**src/inc/fssc_cfg.svh**
```systemverilog
// Constants for the flash status and security control block.
// Assumes a 125 MHz core clock.
`ifndef FSSC_CFG_SVH
`define FSSC_CFG_SVH

`define FSSC_CLK_MHZ         125
`define FSSC_WINDOW_US       50
`define FSSC_WINDOW_CYC      (`FSSC_WINDOW_US * `FSSC_CLK_MHZ)
`define FSSC_LIMIT_CYC       1000
`define FSSC_OP_CYC          200
// Register offset of the control/status word
`define FSSC_REG_CS          32'hFFFFE520
`define FSSC_CS_RESET        8'h04
`define FSSC_BIT_SEL         0
`define FSSC_BIT_RDY         2
`define FSSC_DQ_POLL         7
`define FSSC_DQ_TLIM         5
`define FSSC_DQ_WIN          3
// Controller registers
`define FSSC_HREG_CMD        4'h0
`define FSSC_HREG_ADDR       4'h1
`define FSSC_HREG_DATA       4'h2
`define FSSC_HREG_STAT       4'h3
`define FSSC_HREG_POLL       4'h4
`define FSSC_HREG_MODE       4'h5
// Command codes on the link
`define FSSC_CMD_PROG        3'h1
`define FSSC_CMD_BERASE      3'h2
`define FSSC_CMD_CERASE      3'h3
`define FSSC_CMD_SEC         3'h4
`define FSSC_CMD_RESET       3'h5
`define FSSC_CMD_BAD_PROG    3'h6

`endif

```
**src/inc/fssc_pkg.sv**
```systemverilog
// Types of the flash status and security control block.
// Assumes nothing beyond the constants header.
package fssc_pkg;
  typedef enum logic [2:0] {
    FSSC_READ,
    FSSC_WINDOW,
    FSSC_PROG,
    FSSC_ERASE,
    FSSC_FAIL
  } fssc_state_t;
endpackage

```
**src/inc/fssc_if.sv**
```systemverilog
// Link between the flash status block and its controller.
// Assumes one clock shared by both ends.
`timescale 1ns/10ps
`default_nettype none
interface fssc_if;
  logic        cmd_wr;
  logic [2:0]  cmd;
  logic [23:0] addr;
  logic [7:0]  wdata;
  logic        rd;
  logic [7:0]  rdata;
  logic        reg_wr;
  logic        reg_rd;
  logic [31:0] reg_addr;
  logic [31:0] reg_wdata;
  logic [31:0] reg_rdata;
  logic        prog_mode;
  logic        rdy_pin;
  modport dev (input cmd_wr, cmd, addr, wdata, rd, reg_wr, reg_rd, reg_addr, reg_wdata,
               prog_mode, output rdata, reg_rdata, rdy_pin);
  modport ctl (output cmd_wr, cmd, addr, wdata, rd, reg_wr, reg_rd, reg_addr, reg_wdata,
               prog_mode, input rdata, reg_rdata, rdy_pin);
endinterface
`default_nettype wire

```
**src/logic/fssc_dev.sv**
```systemverilog
// Flash status and security control: the device end.
// Assumes the controller decodes command sequences and sends one cmd_wr
// per completed final write cycle.
`timescale 1ns/10ps
`default_nettype none
`include "fssc_cfg.svh"
module fssc_dev
  import fssc_pkg::*;
#(
  parameter int WINDOW_CYC = `FSSC_WINDOW_CYC,
  parameter int LIMIT_CYC  = `FSSC_LIMIT_CYC,
  parameter int OP_CYC     = `FSSC_OP_CYC
) (
  // Clock and reset
  input  wire logic core_clk,
  input  wire logic resetn,
  // Link
  fssc_if.dev       lnk,
  // Array side
  output logic      sec_access,
  output logic      sec_bit,
  output logic      busy
);
  fssc_state_t  st_ff;
  fssc_state_t  nxt_st;
  logic         sel_ff;
  logic [1:0]   rsv_ff;
  logic [7:0]   last_ff;
  logic [23:0]  lat_ff;
  logic         erase_ff;
  logic         tlim_ff;
  logic         sec_ff;
  logic [7:0]   rdata_ff;
  logic [31:0]  reg_rdata_ff;
  logic         t_load;
  logic [15:0]  t_count;
  logic         t_exp;
  logic         cmd_ok;
  logic         rdy;

  fssc_timer #(.W(16)) fssc_timer_inst (
    .core_clk (core_clk),
    .resetn   (resetn),
    .load     (t_load),
    .count    (t_count),
    .expired  (t_exp)
  );

  // --------------------------------------------------------------
  // Sequencer
  // --------------------------------------------------------------
  // Window still accepts block erase; everything else only in read mode
  assign cmd_ok = lnk.cmd_wr && (st_ff == FSSC_READ ||
                  (st_ff == FSSC_WINDOW && lnk.cmd == `FSSC_CMD_BERASE));

  always_comb begin
    nxt_st  = st_ff;
    t_load  = 1'b0;
    t_count = 16'(OP_CYC);
    if (cmd_ok) begin
      case (lnk.cmd)
        `FSSC_CMD_PROG, `FSSC_CMD_CERASE, `FSSC_CMD_SEC: begin
          nxt_st = (lnk.cmd == `FSSC_CMD_PROG) ? FSSC_PROG : FSSC_ERASE;
          t_load = 1'b1;
        end
        `FSSC_CMD_BAD_PROG: begin
          nxt_st  = FSSC_PROG;
          t_load  = 1'b1;
          t_count = 16'(LIMIT_CYC);
        end
        `FSSC_CMD_BERASE: begin
          nxt_st  = FSSC_WINDOW;
          t_load  = 1'b1;
          t_count = 16'(WINDOW_CYC);
        end
        default: nxt_st = st_ff;
      endcase
    end else if (lnk.cmd_wr && st_ff == FSSC_FAIL && lnk.cmd == `FSSC_CMD_RESET) begin
      nxt_st = FSSC_READ;
    end else if (lnk.cmd_wr && st_ff == FSSC_WINDOW) begin
      nxt_st = FSSC_READ;
    end else if (t_exp) begin
      case (st_ff)
        FSSC_WINDOW: begin
          nxt_st = FSSC_ERASE;
          t_load = 1'b1;
        end
        FSSC_PROG, FSSC_ERASE: nxt_st = tlim_ff ? FSSC_FAIL : FSSC_READ;
        default:               nxt_st = st_ff;
      endcase
    end
  end

  always_ff @(posedge core_clk) begin
    if (!resetn)
      st_ff <= FSSC_READ;
    else
      st_ff <= nxt_st;
  end

  // Failure marker: set when an illegal program is accepted, cleared on the next return to read mode
  always_ff @(posedge core_clk) begin
    if (!resetn)
      tlim_ff <= 1'b0;
    else if (cmd_ok && lnk.cmd == `FSSC_CMD_BAD_PROG)
      tlim_ff <= 1'b1;
    else if (nxt_st == FSSC_READ)
      tlim_ff <= 1'b0;
  end

  // Latch address and data at final write; frozen afterwards
  always_ff @(posedge core_clk) begin
    if (!resetn) begin
      lat_ff   <= 24'h000000;
      last_ff  <= 8'h00;
      erase_ff <= 1'b0;
    end else if (cmd_ok && lnk.cmd != `FSSC_CMD_RESET) begin
      lat_ff   <= lnk.addr;
      last_ff  <= lnk.wdata;
      erase_ff <= (lnk.cmd == `FSSC_CMD_BERASE || lnk.cmd == `FSSC_CMD_CERASE ||
                   lnk.cmd == `FSSC_CMD_SEC);
    end
  end

  // Security bit tracks any completed erase-state operation (erase or security) while select is set
  always_ff @(posedge core_clk) begin
    if (!resetn)
      sec_ff <= 1'b0;
    else if (st_ff == FSSC_ERASE && t_exp && !tlim_ff && sel_ff)
      sec_ff <= (last_ff == 8'h00) ? 1'b0 : 1'b1;
  end

  // --------------------------------------------------------------
  // Status reads
  // --------------------------------------------------------------
  always_ff @(posedge core_clk) begin
    if (!resetn) begin
      rdata_ff <= 8'h00;
    end else if (lnk.rd) begin
      rdata_ff <= last_ff;
      case (st_ff)
        FSSC_PROG: rdata_ff[`FSSC_DQ_POLL] <= ~last_ff[`FSSC_DQ_POLL];
        FSSC_ERASE, FSSC_WINDOW: rdata_ff[`FSSC_DQ_POLL] <= 1'b0;
        FSSC_FAIL: rdata_ff[`FSSC_DQ_POLL] <= erase_ff ? 1'b0 : ~last_ff[`FSSC_DQ_POLL];
        default:   rdata_ff[`FSSC_DQ_POLL] <= erase_ff ? 1'b1 : last_ff[`FSSC_DQ_POLL];
      endcase
      rdata_ff[`FSSC_DQ_TLIM] <= (st_ff == FSSC_FAIL);
      rdata_ff[`FSSC_DQ_WIN]  <= (st_ff == FSSC_ERASE) ||
                                 (st_ff == FSSC_FAIL && erase_ff);
    end
  end
  assign lnk.rdata = rdata_ff;

  // --------------------------------------------------------------
  // Control/status register
  // --------------------------------------------------------------
  always_ff @(posedge core_clk) begin
    if (!resetn) begin
      sel_ff <= 1'b0;
      rsv_ff <= 2'h0;
    end else if (lnk.reg_wr && lnk.reg_addr == `FSSC_REG_CS) begin
      sel_ff <= lnk.reg_wdata[`FSSC_BIT_SEL];
      rsv_ff <= {lnk.reg_wdata[3], lnk.reg_wdata[1]};
    end
  end

  always_ff @(posedge core_clk) begin
    if (!resetn)
      reg_rdata_ff <= 32'h00000000;
    else if (lnk.reg_rd && lnk.reg_addr == `FSSC_REG_CS)
      reg_rdata_ff <= {24'h000000, 4'h0, rsv_ff[1], rdy, rsv_ff[0], sel_ff};
    else
      reg_rdata_ff <= 32'h00000000;
  end
  assign lnk.reg_rdata = reg_rdata_ff;

  // --------------------------------------------------------------
  // Ready and array side
  // --------------------------------------------------------------
  // Window still counts as ready: only its expiry clears the flag
  assign rdy         = (st_ff == FSSC_READ) || (st_ff == FSSC_WINDOW);
  assign busy        = !rdy;
  assign lnk.rdy_pin = lnk.prog_mode ? rdy : 1'b0;
  assign sec_access  = sel_ff;
  assign sec_bit     = sec_ff;
endmodule
`default_nettype wire

```
**src/logic/fssc_timer.sv**
```systemverilog
// Down counter for the acceptance window and the operation times.
// Assumes one synchronous active-low reset.
`timescale 1ns/10ps
`default_nettype none
module fssc_timer #(
  parameter int W = 16
) (
  // Clock and reset
  input  wire logic         core_clk,
  input  wire logic         resetn,
  // Control
  input  wire logic         load,
  input  wire logic [W-1:0] count,
  // Status
  output logic              expired
);
  logic [W-1:0] cnt_ff;
  logic         run_ff;

  always_ff @(posedge core_clk) begin
    if (!resetn) begin
      cnt_ff <= '0;
      run_ff <= 1'b0;
    end else if (load) begin
      cnt_ff <= count;
      run_ff <= 1'b1;
    end else if (run_ff) begin
      cnt_ff <= cnt_ff - {{(W-1){1'b0}}, 1'b1};
      if (cnt_ff == {{(W-1){1'b0}}, 1'b1})
        run_ff <= 1'b0;
    end
  end

  assign expired = run_ff && (cnt_ff == {{(W-1){1'b0}}, 1'b1});
endmodule
`default_nettype wire

```
**src/flat_wrapper.sv**
```systemverilog
// flat-port wrapper written by rule: the top's interface ports become plain ports
module fssc_dev_flat import fssc_pkg::*;
#(
  parameter int WINDOW_CYC = `FSSC_WINDOW_CYC,
  parameter int LIMIT_CYC  = `FSSC_LIMIT_CYC,
  parameter int OP_CYC     = `FSSC_OP_CYC
)
  (core_clk, resetn, sec_access, sec_bit, busy, lnk_cmd_wr, lnk_cmd, lnk_addr, lnk_wdata, lnk_rd, lnk_reg_wr, lnk_reg_rd, lnk_reg_addr, lnk_reg_wdata, lnk_prog_mode, lnk_rdata, lnk_reg_rdata, lnk_rdy_pin);
  fssc_if lnk_i ();
  input  wire logic core_clk;
  input  wire logic resetn;
  output logic sec_access;
  output logic sec_bit;
  output logic busy;
  input wire logic [$bits(lnk_i.cmd_wr)-1:0] lnk_cmd_wr;
  input wire logic [$bits(lnk_i.cmd)-1:0] lnk_cmd;
  input wire logic [$bits(lnk_i.addr)-1:0] lnk_addr;
  input wire logic [$bits(lnk_i.wdata)-1:0] lnk_wdata;
  input wire logic [$bits(lnk_i.rd)-1:0] lnk_rd;
  input wire logic [$bits(lnk_i.reg_wr)-1:0] lnk_reg_wr;
  input wire logic [$bits(lnk_i.reg_rd)-1:0] lnk_reg_rd;
  input wire logic [$bits(lnk_i.reg_addr)-1:0] lnk_reg_addr;
  input wire logic [$bits(lnk_i.reg_wdata)-1:0] lnk_reg_wdata;
  input wire logic [$bits(lnk_i.prog_mode)-1:0] lnk_prog_mode;
  output wire logic [$bits(lnk_i.rdata)-1:0] lnk_rdata;
  output wire logic [$bits(lnk_i.reg_rdata)-1:0] lnk_reg_rdata;
  output wire logic [$bits(lnk_i.rdy_pin)-1:0] lnk_rdy_pin;
  assign lnk_i.cmd_wr = lnk_cmd_wr;
  assign lnk_i.cmd = lnk_cmd;
  assign lnk_i.addr = lnk_addr;
  assign lnk_i.wdata = lnk_wdata;
  assign lnk_i.rd = lnk_rd;
  assign lnk_i.reg_wr = lnk_reg_wr;
  assign lnk_i.reg_rd = lnk_reg_rd;
  assign lnk_i.reg_addr = lnk_reg_addr;
  assign lnk_i.reg_wdata = lnk_reg_wdata;
  assign lnk_i.prog_mode = lnk_prog_mode;
  assign lnk_rdata = lnk_i.rdata;
  assign lnk_reg_rdata = lnk_i.reg_rdata;
  assign lnk_rdy_pin = lnk_i.rdy_pin;
  fssc_dev #(.WINDOW_CYC(WINDOW_CYC), .LIMIT_CYC(LIMIT_CYC), .OP_CYC(OP_CYC)) u_core (.core_clk(core_clk), .resetn(resetn), .lnk(lnk_i), .sec_access(sec_access), .sec_bit(sec_bit), .busy(busy));
endmodule
```
**config.mk**
```make
export PLATFORM = sky130hd
export DESIGN_NAME = fssc_dev_flat
export DESIGN_NICKNAME = d
export VERILOG_FILES = /design/src/inc/fssc_pkg.sv /design/src/inc/fssc_if.sv /design/src/logic/fssc_dev.sv /design/src/logic/fssc_timer.sv /design/src/flat_wrapper.sv
export VERILOG_INCLUDE_DIRS = /design/src /design/src/inc
export SDC_FILE = /design/constraint.sdc
export NUM_CORES = 1
export LEC_CHECK = 0
export BUFFER_PORTS_ARGS = -buffer_cell sky130_fd_sc_hd__buf_4
export CORE_MARGIN = 5
export CORE_UTILIZATION = 45
export CTS_CLUSTER_DIAMETER = 80
export DETAILED_ROUTE_END_ITERATION = 7
export PLACE_DENSITY = 0.9
export SYNTH_ARGS = -nofsm -noshare
export SYNTH_HDL_FRONTEND = slang
export SYNTH_SLANG_ARGS = --single-unit
```
**constraint.sdc**
```tcl
create_clock -name core_clk -period 3.66 [get_ports core_clk]
set_clock_uncertainty 0.2 [all_clocks]
set_input_delay 0.366 -clock core_clk [delete_from_list [all_inputs] [get_ports core_clk]]
set_output_delay 0.366 -clock core_clk [all_outputs]
set_load 0.05 [all_outputs]
```
==> results by stage, run 1 <==
Status:
- The flow ran to the end, and the final reports show no timing, DRC or antenna violations.

Setup path:
- STA classifies the critical path startpoint as a flip-flop.
- The setup check on the worst reg-to-reg path leaves a slack of 1.40 ns.
- The type of the worst setup path is reg2reg.
- In this run the critical register-to-register path is launched from u_core.fssc_timer_inst.run_ff$_SDFF_PN0_.
- Walking the worst path, the cells encountered are nor4b_2 -> and4_4 -> a22oi_1 -> nand2_1 -> nor2_1.
- At the worst endpoint, the required time is 3.65 ns.
- The maximum single-stage delay on the critical path is 0.68 ns.
- For the worst setup path, the data arrival time is 2.24 ns.
- In this run the worst path has a maximum fanout of 16.
- STA classifies the critical path endpoint as a flip-flop.
- The slowest stage cell on the critical path is dfxtp_1.
- The startpoint of the worst setup timing path is u_core.fssc_timer_inst.run_ff$_SDFF_PN0_.

Detailed routing:
- After detailed routing, the average wire length per cell comes to 14.49 um.
- After detailed routing, the number of vias per cell comes to 5.252.
- In the routed design, unresolved DRC markers number 0.
- The total wirelength of the detailed-routed design is 6101 um.
- Detailed routing inserted a total of 2,211 vias.
- After the first detailed-routing iteration, the DRC count stood at 182.
- The first detailed-routing pass took 4 iterations.
- The count of nets left with antenna violations once routing finished came out at 0.

Yosys:
- After synthesis, the netlist uses 60 different library cells.
- The most used flip-flop cell after synthesis is dfxtp_1.
- The count of synthesis-stage warnings from yosys is 0.
- Synthesis produced a netlist whose cell count is 285.
- The share of flip-flops with an asynchronous set or reset is 0.
- After synthesis, the cell types taking the most area are dfxtp_1 36%, buf_4 8.6%, mux2i_1 7.1%.
- After synthesis the cells add up to 2531 um2.
- The share of synthesized area in the top cell type comes to 0.3638.
- In this run the mean area of a mapped cell was 8.881 um2.
- The biggest area contributor in the post-synthesis netlist is dfxtp_1.
- In this run, synthesis produced a sequential element count of 46.
- The number of synthesized flops with an enable pin is 0.
- The share of synthesized area occupied by flip-flops and latches is 0.3638.

Pwr:
- The post-layout total power is 1.272 mW.
- Across the VDD grid, the largest voltage drop is 283.3 uV.
- The total power divided by cell area is 420.2 nW/um2.
- The leakage power summed over all cells is 1.303 nW.

Clocking:
- The maximum root-to-sink buffer count is 2.
- CTS built an H-tree with a depth of 2.
- Clock tree synthesis inserted a total of 5 buffers.
- Hold repair after CTS inserted 0 buffers.
- The cell at the root of the clock tree is clkbuf_8.
- Once the clock tree was built, the resizer swapped 0 gates to a different size.
- TritonCTS built the clock tree.
- The number of buffers inserted to repair setup after CTS is 0.
- CTS saw 46 sinks.
- The CTS clock-pin slew for the worst setup and hold paths is 0.09 ns.
- The insertion delay to the later sink of the worst-skew pair is 0.30 ns.

Final layout:
- Of the cells placed in the final design, the portion with a size suffix greater than 1 is 0.2693.
- Summing all non-filler instances in the final layout gives an area of 3027 um2.
- The post-layout net count is 456.
- Relative to the synthesized area, the layout overhead comes to 19.57%.
- The number of antenna diodes in the final layout is 0.
- The most common cell after layout, fill and taps aside is buf_4.
- The library cells used most frequently in the layout, excluding fill and tap cells, are 68 x buf_4, 46 x dfxtp_1, 43 x nor2_1.
- After filler insertion, the fill cell instance count of the layout stands at 487.
- Once layout is complete, the utilization of the core stands at 0.5530.

Timing:
- Summed over all failing endpoints, the final setup total negative slack is 0 ns.
- The count of endpoints failing hold in the final timing report is 0.
- The routed design could run at a clock period as short as 2.257 ns.
- Hold is met by 0.09967 ns.
- For this run, the top clock speed supported by timing is 443.1 MHz.
- The post-route fraction of the period consumed by the critical path is 0.6166.
- Setup repair after global routing left no endpoint under its margin.
- The headroom to the max-slew limit is 0.6228.
- The number of max-slew violations in the final report is 0.
- Setup violations remaining at the end of the flow were counted as 0.
- At the pin with the least slew margin, the transition time is 0.5651 ns.

Placement:
- The post-place instance area is 2940 um2.
- Routability-driven placement finished with a final weighted congestion of 0.8362.
- The post-detailed-placement half-perimeter wirelength is 4838 um.
- Input and output buffers added on the ports amount to 68.

Floorplanning:
- The initial core utilization is 0.4625.
- The floorplan has 27 rows.
- The standard cell core area is 5473 um2.
- The height of the chip is 85 um.
- The floorplan step defined a die boundary enclosing 7225 um2.
- 150 I/O pins were placed.
- Measured along the x axis, the die boundary spans 85 um.

Global route:
- The number of global-route vias before repair is 2,257.
- The number of antenna violations at the first check in global routing came to 0.
- Across every metal layer, demand over resource in global routing totals 0.1700.
- Entering global routing, the biggest net connects 29 pins.
- The first global-routing pass estimated 10,070 um of wire.
- Global routing finished with a remaining overflow of 0.

Hold path:
- The classification of the worst-slack hold path is in2reg.
- The startpoint identified for the worst hold timing path is lnk_wdata[4].

Run:
- The max-cap violation count is 0.
## sequential cells by signal (all words and copies together), names as in the netlist
name / cells
u_core.erase_ff: 1
u_core.fssc_timer_inst.cnt_ff: 16
u_core.fssc_timer_inst.run_ff: 1
u_core.last_ff: 8
u_core.lnk.rdata: 8
u_core.lnk.reg_rdata: 4
u_core.rsv_ff: 2
u_core.sec_access: 1
u_core.sec_bit: 1
u_core.st_ff: 3
u_core.tlim_ff: 1
## area by class of cell
type / count / area [um2] / area share
Clock inverter: 2 / 13.76 / 0.004547
Inverter: 9 / 33.78 / 0.01116
Tap cell: 72 / 90.09 / 0.02976
Timing Repair Buffer: 68 / 510.5 / 0.1687
Multi-Input combinational cell: 218 / 1385 / 0.4576
Clock buffer: 6 / 72.57 / 0.02398
Sequential cell: 46 / 920.9 / 0.3043
## worst max-delay path, delay by kind of cell (launching register included)
family | cells | cell delay (ns)
flip-flops | 1 | 0.68
AO/OA/AOI/OAI | 1 | 0.18
AND/OR/NAND/NOR | 4 | 1.09
## Yosys cell counts, types with 2 or more instances
cell type	count
nor4_2	3
nor2b_1	4
xor2_1	3
ha_1	2
nand4_1	9
inv_1	8
dfxtp_1	46
nand2_1	17
o211ai_1	2
nor2_1	43
nand2b_1	2
buf_4	29
clkbuf_1	2
nor4b_2	2
nor4_1	8
or4_1	2
xnor2_1	9
o22a_2	2
o21ai_0	4
a21oi_1	11
a211oi_1	2
or3_1	2
o31ai_1	2
buf_2	3
buf_6	3
nor3b_1	3
mux2i_1	18
a31oi_1	6
o221a_1	2
nor3_1	6
## through the flow
step / instances / setup WS (ns)
detailed placement: 413 / 1.365
global placement: 413 / 1.417
global route: 421 / 1.218
finish: 421 / 1.403
CTS: 421 / 1.423
floorplan: 312 / 1.546
## power by group
group | switching (mW) | internal (mW)
logic | 0.227 | 0.150
clock network | 0.171 | 0.135
registers | 0.0511 | 0.537
## cells by family (layout without fill, tap and decap cells)
kind of cell             after synthesis  count (layout)  share of synthesized area
XOR/XNOR                              12              12                    0.04153
multiplexers                          19              19                    0.07563
buffers and inverters                 48              85                     0.1290
adder cells (fa/ha/maj)                2               2                   0.009885
AND/OR/NAND/NOR                      117             117                     0.2664
other                                  1              28                   0.001482
AO/OA/AOI/OAI                         40              40                     0.1122
flip-flops                            46              46                     0.3638
## routing by layer
metal / track usage / routed length [um] / vias to the layer above
li1: - / - / 1082
met1: 0.1790 / 2316 / 1026
met2: 0.3171 / 3151 / 97
met3: 0.06893 / 582 / 6
met4: 0.03309 / 49 / 0
met5: 0 / 0 / -
## worst paths after layout
kind                                                                        to  cells past startpoint
worst max-delay path            u_core.fssc_timer_inst.cnt_ff[10]$_SDFFE_PN0P_                      5
worst min-delay path                            u_core.last_ff[4]$_SDFFE_PN0P_                      3
worst max register to register  u_core.fssc_timer_inst.cnt_ff[10]$_SDFFE_PN0P_                      5
worst min register to register              u_core.lnk.reg_rdata[3]$_SDFF_PN0_                      2
Power figures use the tool's default switching activity.
==> run 2: changes to the inputs <==
--- a/config.mk
+++ b/config.mk
@@ -8,10 +8,10 @@
 export LEC_CHECK = 0
 export BUFFER_PORTS_ARGS = -buffer_cell sky130_fd_sc_hd__buf_4
 export CORE_MARGIN = 5
-export CORE_UTILIZATION = 45
+export CORE_UTILIZATION = 44
 export CTS_CLUSTER_DIAMETER = 80
 export DETAILED_ROUTE_END_ITERATION = 7
-export PLACE_DENSITY = 0.9
+export PLACE_DENSITY = 0.89
 export SYNTH_ARGS = -nofsm -noshare
 export SYNTH_HDL_FRONTEND = slang
 export SYNTH_SLANG_ARGS = --single-unit
==> constraint.sdc (replaced) <==
create_clock -name core_clk -period 2.2 [get_ports core_clk]
set_clock_uncertainty 0.2 [all_clocks]
set_input_delay 0.22 -clock core_clk [delete_from_list [all_inputs] [get_ports core_clk]]
set_output_delay 0.22 -clock core_clk [all_outputs]
set_load 0.05 [all_outputs]
==> run 2 against run 1 <==
Effect of this change:
- largest power group unchanged
- count of clock-buffer cells in the layout unchanged
- sequential share of layout area down 1.4 points
- final area up 4.7%
- final cell count up 2.6%
- global-route usage up 1.3 points
- critical path type unchanged
- fmax up 7.0%
- first-iteration DRC count down 26%
- hold slack worse by 0.091 ns
- core utilization up 1.9 points
- sequential power up 66%
- via count up 4.2%
- die area up 2.0%
==> results by stage, run 2 (synthesis gave the netlist of run 1 again) <==
Global route:
- The total overflow reported by the global router is 0.
- The global routing stage identified its most utilized layer as met2.
- The global-route track usage on met2 is 0.3284.
- The first-pass GRT wire length is 10,920 um.
- The maximum number of pins on one net before global-route repair is 29.
- The overall routing resource usage is 0.1828.
- The fraction of met1 tracks used by global routing is 0.1976.
- The number of antenna violations at the first check in global routing is 0.
- The fraction of met3 tracks used by global routing is 0.06916.
- The number of global-route vias before repair is 2,450.

Setup path:
- The critical path data required time is 2.20 ns.
- STA classifies the critical path endpoint as a flip-flop.
- The endpoint arrival time on the critical path is 2.11 ns.
- Traced cell by cell, the critical path runs through inv_1 -> ha_1 -> nor4b_2 -> and4_4 -> a22o_4 -> or3_2 -> and3_1.
- The slowest stage cell on the critical path is or3_2.
- The maximum single-stage delay on the critical path is 0.42 ns.
- The largest driver fanout on the critical path is 11.
- The type of the worst setup path is reg2reg.
- The critical path startpoint category is a flip-flop.

Final layout:
- Ranked by flip-flop count, first place goes to u_core.fssc_timer_inst.cnt_ff.
- The final standard cell count with taps included and fillers excluded is 432.
- Counting the fill cells in the layout gives 462.
- 0 antenna diodes ended up in the layout.
- After the last flow step, the layout net total stands at 467.
- Leaving out fill and tap cells, the most frequent cell in the layout is buf_4.
- The multi-input combinational cells in the finished layout cover a total of 1399 um2.
- The share of the core filled with cells in the final layout is 0.5720.
- Summing all non-filler instances in the final layout gives an area of 3169 um2.
- Relative to the synthesized area, the layout overhead comes to 25.21%.
- The top cell types in the final layout, fill and taps aside, are 70 x buf_4, 46 x dfxtp_1, 43 x nor2_1.
- The register area is 920.9 um2.
- The flip-flop count of the largest register, all copies and words added is 16.
- Of the cells placed in the final design, the portion with a size suffix greater than 1 is 0.2694.

Hold path:
- The worst hold path belongs to the class in2reg.

Timing:
- The post-route fraction of the period consumed by the critical path is 0.9590.
- Setup repair after global routing left no endpoint under its margin.
- Final hold analysis gives a worst-case slack of 0.008295 ns.
- The number of max-slew violations in the final report came to 0.
- For the finished layout, the period the worst path requires is 2.110 ns.
- The count of endpoints failing hold in the final timing report is 0.
- The top achievable clock speed is 474.0 MHz.
- In the post-route analysis, the smallest setup slack over all paths is 0.09012 ns.
- Adding up every negative setup slack in the final design gives 0 ns.
- Setup violations remaining at the end of the flow were counted as 0.

Placement:
- The total placed cells including tap cells is 415.
- The port buffer count is 68.
- At the end of routability-driven placement, the weighted congestion stood at 0.8398.
- The post-place instance area is 2955 um2.
- Detailed placement finished with a half-perimeter wire length of 4832 um.
- Timing analysis after detailed placement gives a worst setup slack of 0.1023 ns.

Pwr:
- The leakage power summed over all cells is 1.361 nW.
- The share of total power in sequential cells is 0.430.
- The proportion of total power due to net switching is 0.3357.
- In this run the power density over the cells is 717.5 nW/um2.
- The post-layout total power is 2.274 mW.
- The clock power share is 0.273.
- The relative contribution of combinational cells to total power is 0.297.
- The internal portion of total power is 1.511 mW.
- The net switching power is 763.4 uW.
- The worst-case vdd ir drop is 403.8 uV.

Clocking:
- For the worst-skew pair, the clock arrives at the later sink with an insertion delay of 0.30 ns.
- The cell at the root of the clock tree is clkbuf_8.
- The H-tree was split into 2 levels.
- The CTS clock-pin slew for the worst setup and hold paths is 0.08 ns.
- The tree built by TritonCTS fans out to 46 sinks.
- The longest clock path from root to sink contains 2 buffers.
- The clock tree from TritonCTS is done.
- The CTS buffer count is 5.

Floorplanning:
- The die extent in x is 85.85 um.
- The total die area is 7369 um2.
- The core region is 5540 um2.
- For this configuration, the core starts out at a cell density of 0.4569.
- In this run the core area contains 27 standard-cell rows.
- 150 I/O pins were placed.
- The floorplan step set the die height to 85.85 um.

Detailed routing:
- The number of DRC markers in iteration 0 is 135.
- The number of search-and-repair iterations in the first detailed-routing pass is 4.
- The average detailed-routed wire length per instance is 15.16 um.
- The final layout contains routed wiring with a total length of 6551 um.
- The residual DRC count is 0.
- Across all layers, the routed design uses 2,303 vias.
- Dividing the detail-routed via count by the number of cells gives 5.331.
- The residual antenna-violating net count after detailed routing is 0.

Run:
- The max-cap violation count is 0.

Status:
- The flow ran to the end, and the final reports show no timing, DRC or antenna violations.
-- run 2: area by class of cell --
cell class              instances  share of cell area
clock inverters                 2             0.01184
multi-input cells             218              0.4414
inverters                       9             0.01066
repair buffers                 79              0.1942
clock buffers                   6             0.02290
well taps                      72             0.02842
flip-flops and latches         46              0.2906
-- run 2: final timing paths --
kind | from | to | slack [ns] | depth (start not counted)
setup reg to reg | u_core.fssc_timer_inst.cnt_ff[1]$_SDFFE_PN0P_ | u_core.fssc_timer_inst.cnt_ff[1]$_SDFFE_PN0P_ | 0.09 | 7
hold / removal | lnk_wdata[2] | u_core.last_ff[2]$_SDFFE_PN0P_ | 0.008 | 3
hold reg to reg | u_core.rsv_ff[1]$_SDFFE_PN0P_ | u_core.lnk.reg_rdata[3]$_SDFF_PN0_ | 0.24 | 2
setup / recovery | u_core.fssc_timer_inst.cnt_ff[1]$_SDFFE_PN0P_ | u_core.fssc_timer_inst.cnt_ff[1]$_SDFFE_PN0P_ | 0.09 | 7
-- run 2: metal layers --
layer  wire length, um  vias to the layer above
met5                 0                        -
met4               115                        0
li1                  -                     1103
met3               575                       16
met1              2542                     1071
met2              3317                      113
-- run 2: worst max-delay path: cells and delay by family, from the launching register on --
family,cells,cell delay (ns)
AOI/OAI and AO/OA,1,0.28
adders and majority gates,1,0.17
buffers and inverters,1,0.07
DFF,1,0.36
and+or+nand+nor,4,0.94
-- run 2: what timing repair did --
item                       CTS  global route
setup buffers                0             0
setup endpoints to repair    0             9
hold buffers                 9             0
hold endpoints to repair     9             0
gates resized for setup      0             2
-- run 2: power by group through the flow --
stage          combinational (mW)  clock (mW)  sequential (mW)
2_1_floorplan               0.519           0            0.990
3_3_place_gp                0.628           0            0.984
3_5_place_dp                0.649           0            0.990
4_1_cts                     0.665       0.635            0.971
5_1_grt                     0.740       0.676            0.986
6_report                    0.675       0.621            0.978
==> run 3: changes to the inputs <==
--- a/config.mk
+++ b/config.mk
@@ -14,4 +14,5 @@
 export PLACE_DENSITY = 0.89
 export SYNTH_ARGS = -nofsm -noshare
 export SYNTH_HDL_FRONTEND = slang
+export SYNTH_HIERARCHICAL = 1
 export SYNTH_SLANG_ARGS = --single-unit
==> run 3 against run 2 <==
Effect of this change:
- the run now ends with setup timing left
- count of clock-buffer cells in the layout did not move
- final cell count rose by 14%
- hold slack improved by 0.0034 ns
- setup slack got worse by 0.31 ns
- final area rose by 16%
- core utilization rose by 8.9 points
==> results by stage, run 3 <==
Detailed routing:
- The first routing iteration left 133 violations.
- The number of search-and-repair iterations in the first detailed-routing pass is 4.
- The routed via count is 2,514.
- For this run, design rule violations remaining after detail routing come to 0.
- After detailed routing, the average wire length per cell comes to 15.16 um.
- The per-cell via count in the routed design is 5.120.
- The total wirelength of the detailed-routed design is 7445 um.
- The detail route stage leaves a number of antenna-violating nets equal to 0.

Pwr:
- Of the total power, registers draw 0.371.
- The worst-case IR drop observed on VDD is 506.6 uV.
- The leakage power summed over all cells is 1.644 nW.
- The internal power of the cells totals 1.770 mW.
- The proportion of total power due to net switching is 0.3192.
- Of the total power, the clock network draws 0.303.
- The relative contribution of combinational cells to total power is 0.325.
- The total power divided by cell area is 705.8 nW/um2.
- The net switching power is 829.8 uW.

Global route:
- The first-pass GRT wire length is 11,380 um.
- Summed over all layers, the global routing overflow is 0.
- For this run, the total global-route usage over all layers was measured as 0.1911.
- The number of global-route vias before repair is 2,482.
- The maximum number of pins on one net before global-route repair is 48.
- The number of antenna violations at the first check in global routing was 0.

Yosys:
- The number of synthesized flops with an enable pin is 0.
- The share of synthesized area occupied by flip-flops and latches is 0.3588.
- The share of flip-flops with an asynchronous set or reset is 0.
- The leading area contributor after synthesis is dfxtp_1.
- The count of cell types in the netlist is 46.
- By area the synthesized netlist is led by dfxtp_1 36%, buf_4 8.5%, mux2i_1 6.2%.
- In this run the mean area of a mapped cell was 8.332 um2.
- During synthesis, Yosys emitted a total of 6 warnings.
- Among all cell types in the netlist, the one instantiated most often is dfxtp_1.
- Sorting the synthesized cells by how often they occur yields 46 x dfxtp_1, 29 x buf_4, 24 x o21ai_0.
- The netlist area before placement is 2566 um2.
- The synthesis-stage register bit count is 46.
- In the synthesized netlist, the number of instances is 308.
- Among all flip-flop cells after synthesis, the most frequent one is dfxtp_1.
- The share of synthesized area in the top cell type comes to 0.3588.

Final layout:
- The share of final-layout standard cells stronger than drive strength 1 is 0.3270.
- The final standard cell count with taps included and fillers excluded is 491.
- Relative to the synthesized area, the layout overhead comes to 43.54%.
- The top cell types in the final layout, fill and taps aside, are 96 x buf_4, 43 x dfxtp_1, 37 x conb_1.
- The area of all placed cells without fillers is 3684 um2.
- The most common cell after layout, fill and taps aside is buf_4.
- The post-layout net count is 526.
- Fill cells in the final layout number 427.
- The flip-flop count of the largest register, all copies and words added is 16.
- Counting flops per register, the top entry is u_core/fssc_timer_inst/cnt_ff.
- The number of diodes is 0.

Setup path:
- For the worst setup path, the data arrival time is 2.47 ns.
- The cell family contributing the most delay on the critical path is simple AND/OR/NAND/NOR gates.
- The most critical setup path has its endpoint at u_core/tlim_ff$_SDFFE_PN0P_.
- The critical path data required time is 2.26 ns.
- Walking the worst path, the cells encountered are nor4_4 -> nand4_1 -> nor4_2 -> buf_4 -> and2_4 -> nand2b_4 -> or4_4 -> o311ai_4 -> nor3_2 -> nor2_1.
- Of all nets on the critical path, the largest fanout is 3.
- The slowest stage cell on the critical path is or4_4.
- The number of cells traversed by the worst register-to-register path is 10.
- The startpoint of the worst setup timing path is u_core/fssc_timer_inst/cnt_ff[7]$_SDFFE_PN0P_.
- The endpoint identified for the worst register-to-register timing path is u_core/tlim_ff$_SDFFE_PN0P_.
- The worst setup path is launched from a flip-flop.
- The total number of cells along the worst setup path is 10.
- The sum of buffers and inverters on the critical path is 1.
- The critical path in this run is classified as reg2reg.
- For this run, the slowest stage of the critical path takes 0.43 ns.
- The internal reg-to-reg setup slack is -0.22 ns.
- STA classifies the critical path endpoint as a flip-flop.
- The launch instance of the worst register-to-register path is u_core/fssc_timer_inst/cnt_ff[7]$_SDFFE_PN0P_.

Timing:
- The worst pin sits at a relative slew slack of 0.3296.
- Derived from the worst setup path, the maximum achievable clock frequency is 413.9 MHz.
- At the pin with the least slew margin, the transition time is 1.004 ns.
- The time the final worst path needs with I/O delays and setup is 2.416 ns.
- Setup repair after global routing could not meet its margin everywhere.
- The count of endpoints failing hold in the final timing report is 0.
- The post-route fraction of the period consumed by the critical path is 1.098.
- The worst-case setup margin in the final layout is -0.2159 ns.
- Setup violations remaining at the end of the flow were counted as 21.
- The number of max-slew violations in the final report came to 0.

Floorplanning:
- The standard cell core area is 5574 um2.
- The initial core utilization is 0.4604.
- The boundary pin count is 150.
- The die extent in x is 86.37 um.
- The initialized floorplan defines 27 standard-cell rows.
- The total die area is 7460 um2.
- Measured along the y axis, the die boundary spans 86.37 um.

Placement:
- The post-detailed-placement half-perimeter wirelength is 4978 um.
- After detailed placement, the total cell area comes to 3257 um2.
- The congestion estimate from routability-driven global placement came to 0.8190.
- The total placed cells including tap cells is 468.
- In this run the tool buffered the top-level ports with 68 buffer cells.

Hold path:
- Counting instances, the worst hold path has a depth of 3.
- The min-delay analysis places its worst path in the category in2reg.

Clocking:
- The number of H-tree levels is 2.
- The cell at the root of the clock tree is clkbuf_8.
- The later pin in the worst-skew pair is clocked with a latency of 0.32 ns.
- Clock tree synthesis inserted a total of 5 buffers.
- The maximum root-to-sink buffer count is 2.
- Clock-pin slew was measured on the worst setup and hold paths at 0.09 ns.
- The clock tree from TritonCTS is done.
- The total number of clock tree sinks is 46.

Status:
- The flow ran to the end, but the final reports show violations.
- The checks that failed: setup timing.

Run:
- The max-cap violation count is 0.
[run 3: cell count changes in the layout (fill, tap and decap cells not counted), moves of 3 or more]
| cell | before | now |
|---|---|---|
| nor2_1 | 43 | 15 |
| buf_4 | 70 | 96 |
| nor2b_1 | 4 | 19 |
| conb_1 | 28 | 37 |
| o21ai_0 | 4 | 13 |
| o21ai_2 | 1 | 8 |
| and2_1 | 1 | 7 |
| a21oi_2 | 0 | 3 |
| dfxtp_1 | 46 | 43 |
| dfxtp_2 | 0 | 3 |
| nand2_1 | 17 | 20 |
[run 3: how the worst min path moves through the flow]
stage,start,to
CTS,lnk_wdata[6],u_core/last_ff[6]$_SDFFE_PN0P_
floorplan,resetn,u_core/fssc_timer_inst/cnt_ff[1]$_SDFFE_PN0P_
finish,lnk_wdata[6],u_core/last_ff[6]$_SDFFE_PN0P_
global placement,u_core/rsv_ff[0]$_SDFFE_PN0P_,u_core/lnk.reg_rdata[1]$_SDFF_PN0_
global route,lnk_cmd_wr,u_core/erase_ff$_SDFFE_PN0P_
detailed placement,u_core/rsv_ff[0]$_SDFFE_PN0P_,u_core/lnk.reg_rdata[1]$_SDFF_PN0_
[run 3: timing repair]
item,4_1_cts,5_1_grt
cloned,0,2
endpoints found under the hold margin,10,0
pin swaps,7,8
setup endpoints to repair,22,22
hold buffers,10,0
setup buffers,2,1
gates resized for setup,16,16
[run 3: metal layers]
| metal | vias up | global-route usage | wire length [um] |
|---|---|---|---|
| met5 | - | 0 | 0 |
| met4 | 0 | 0.07649 | 141 |
| met3 | 16 | 0.04658 | 405 |
| met2 | 73 | 0.3658 | 4160 |
| met1 | 1195 | 0.1963 | 2737 |
| li1 | 1230 | - | - |
[run 3: logic make-up (layout without fill, tap and decap cells)]
kind of cell / after synthesis / after routing / share of synthesized area
AOI/OAI and AO/OA: 59 / 59 / 0.1375
xor gates and xnor gates: 13 / 13 / 0.04437
adders and majority gates: 2 / 2 / 0.009750
buffers and inverters: 54 / 130 / 0.1277
DFF: 46 / 46 / 0.3588
muxes: 16 / 16 / 0.06241
other: 2 / 37 / 0.002926
and+or+nand+nor: 116 / 116 / 0.2565
[run 3: area by class of cell]
class | instances | area (um2) | share of cell area
Clock buffer | 6 | 82.58 | 0.02242
Tap cell | 72 | 90.09 | 0.02446
Inverter | 11 | 43.79 | 0.01189
Multi-Input combinational cell | 243 | 1569 | 0.4260
Timing Repair Buffer | 111 | 913.4 | 0.2480
Clock inverter | 2 | 60.06 | 0.01630
Sequential cell | 46 | 924.6 | 0.2510
[run 3: metrics by stage]
step	TNS (ns)	utilization	hold slack (ns)	setup WS (ns)	total power, mW
finish	-3.421	0.6608	0.01169	-0.2159	2.600
detailed placement	-3.512	0.5843	0.2258	-0.2573	1.704
global route	-6.729	0.6608	0.02674	-0.3629	2.702
floorplan	-0.3832	-	0.1482	-0.08576	1.492
CTS	-3.971	0.6391	0.0007875	-0.2493	2.524
global placement	-2.782	0.5843	0.2164	-0.2319	1.675
[run 3: power by group through the flow]
stage,logic (mW),clock network (mW),registers [mW]
final,0.846,0.789,0.965
after global routing,0.905,0.822,0.975
after CTS,0.769,0.794,0.960
after detailed placement,0.726,0,0.979
after global placement,0.700,0,0.975
after floorplan,0.497,0,0.995
[run 3: worst reg2reg max path, cell delays in order (launching register included)]
cell and delay (ns):
dfxtp_2 0.34, nor4_4 0.30, nand4_1 0.22, nor4_2 0.19, buf_4 0.15, and2_4 0.16
nand2b_4 0.07, or4_4 0.43, o311ai_4 0.12, nor3_2 0.08, nor2_1 0.09
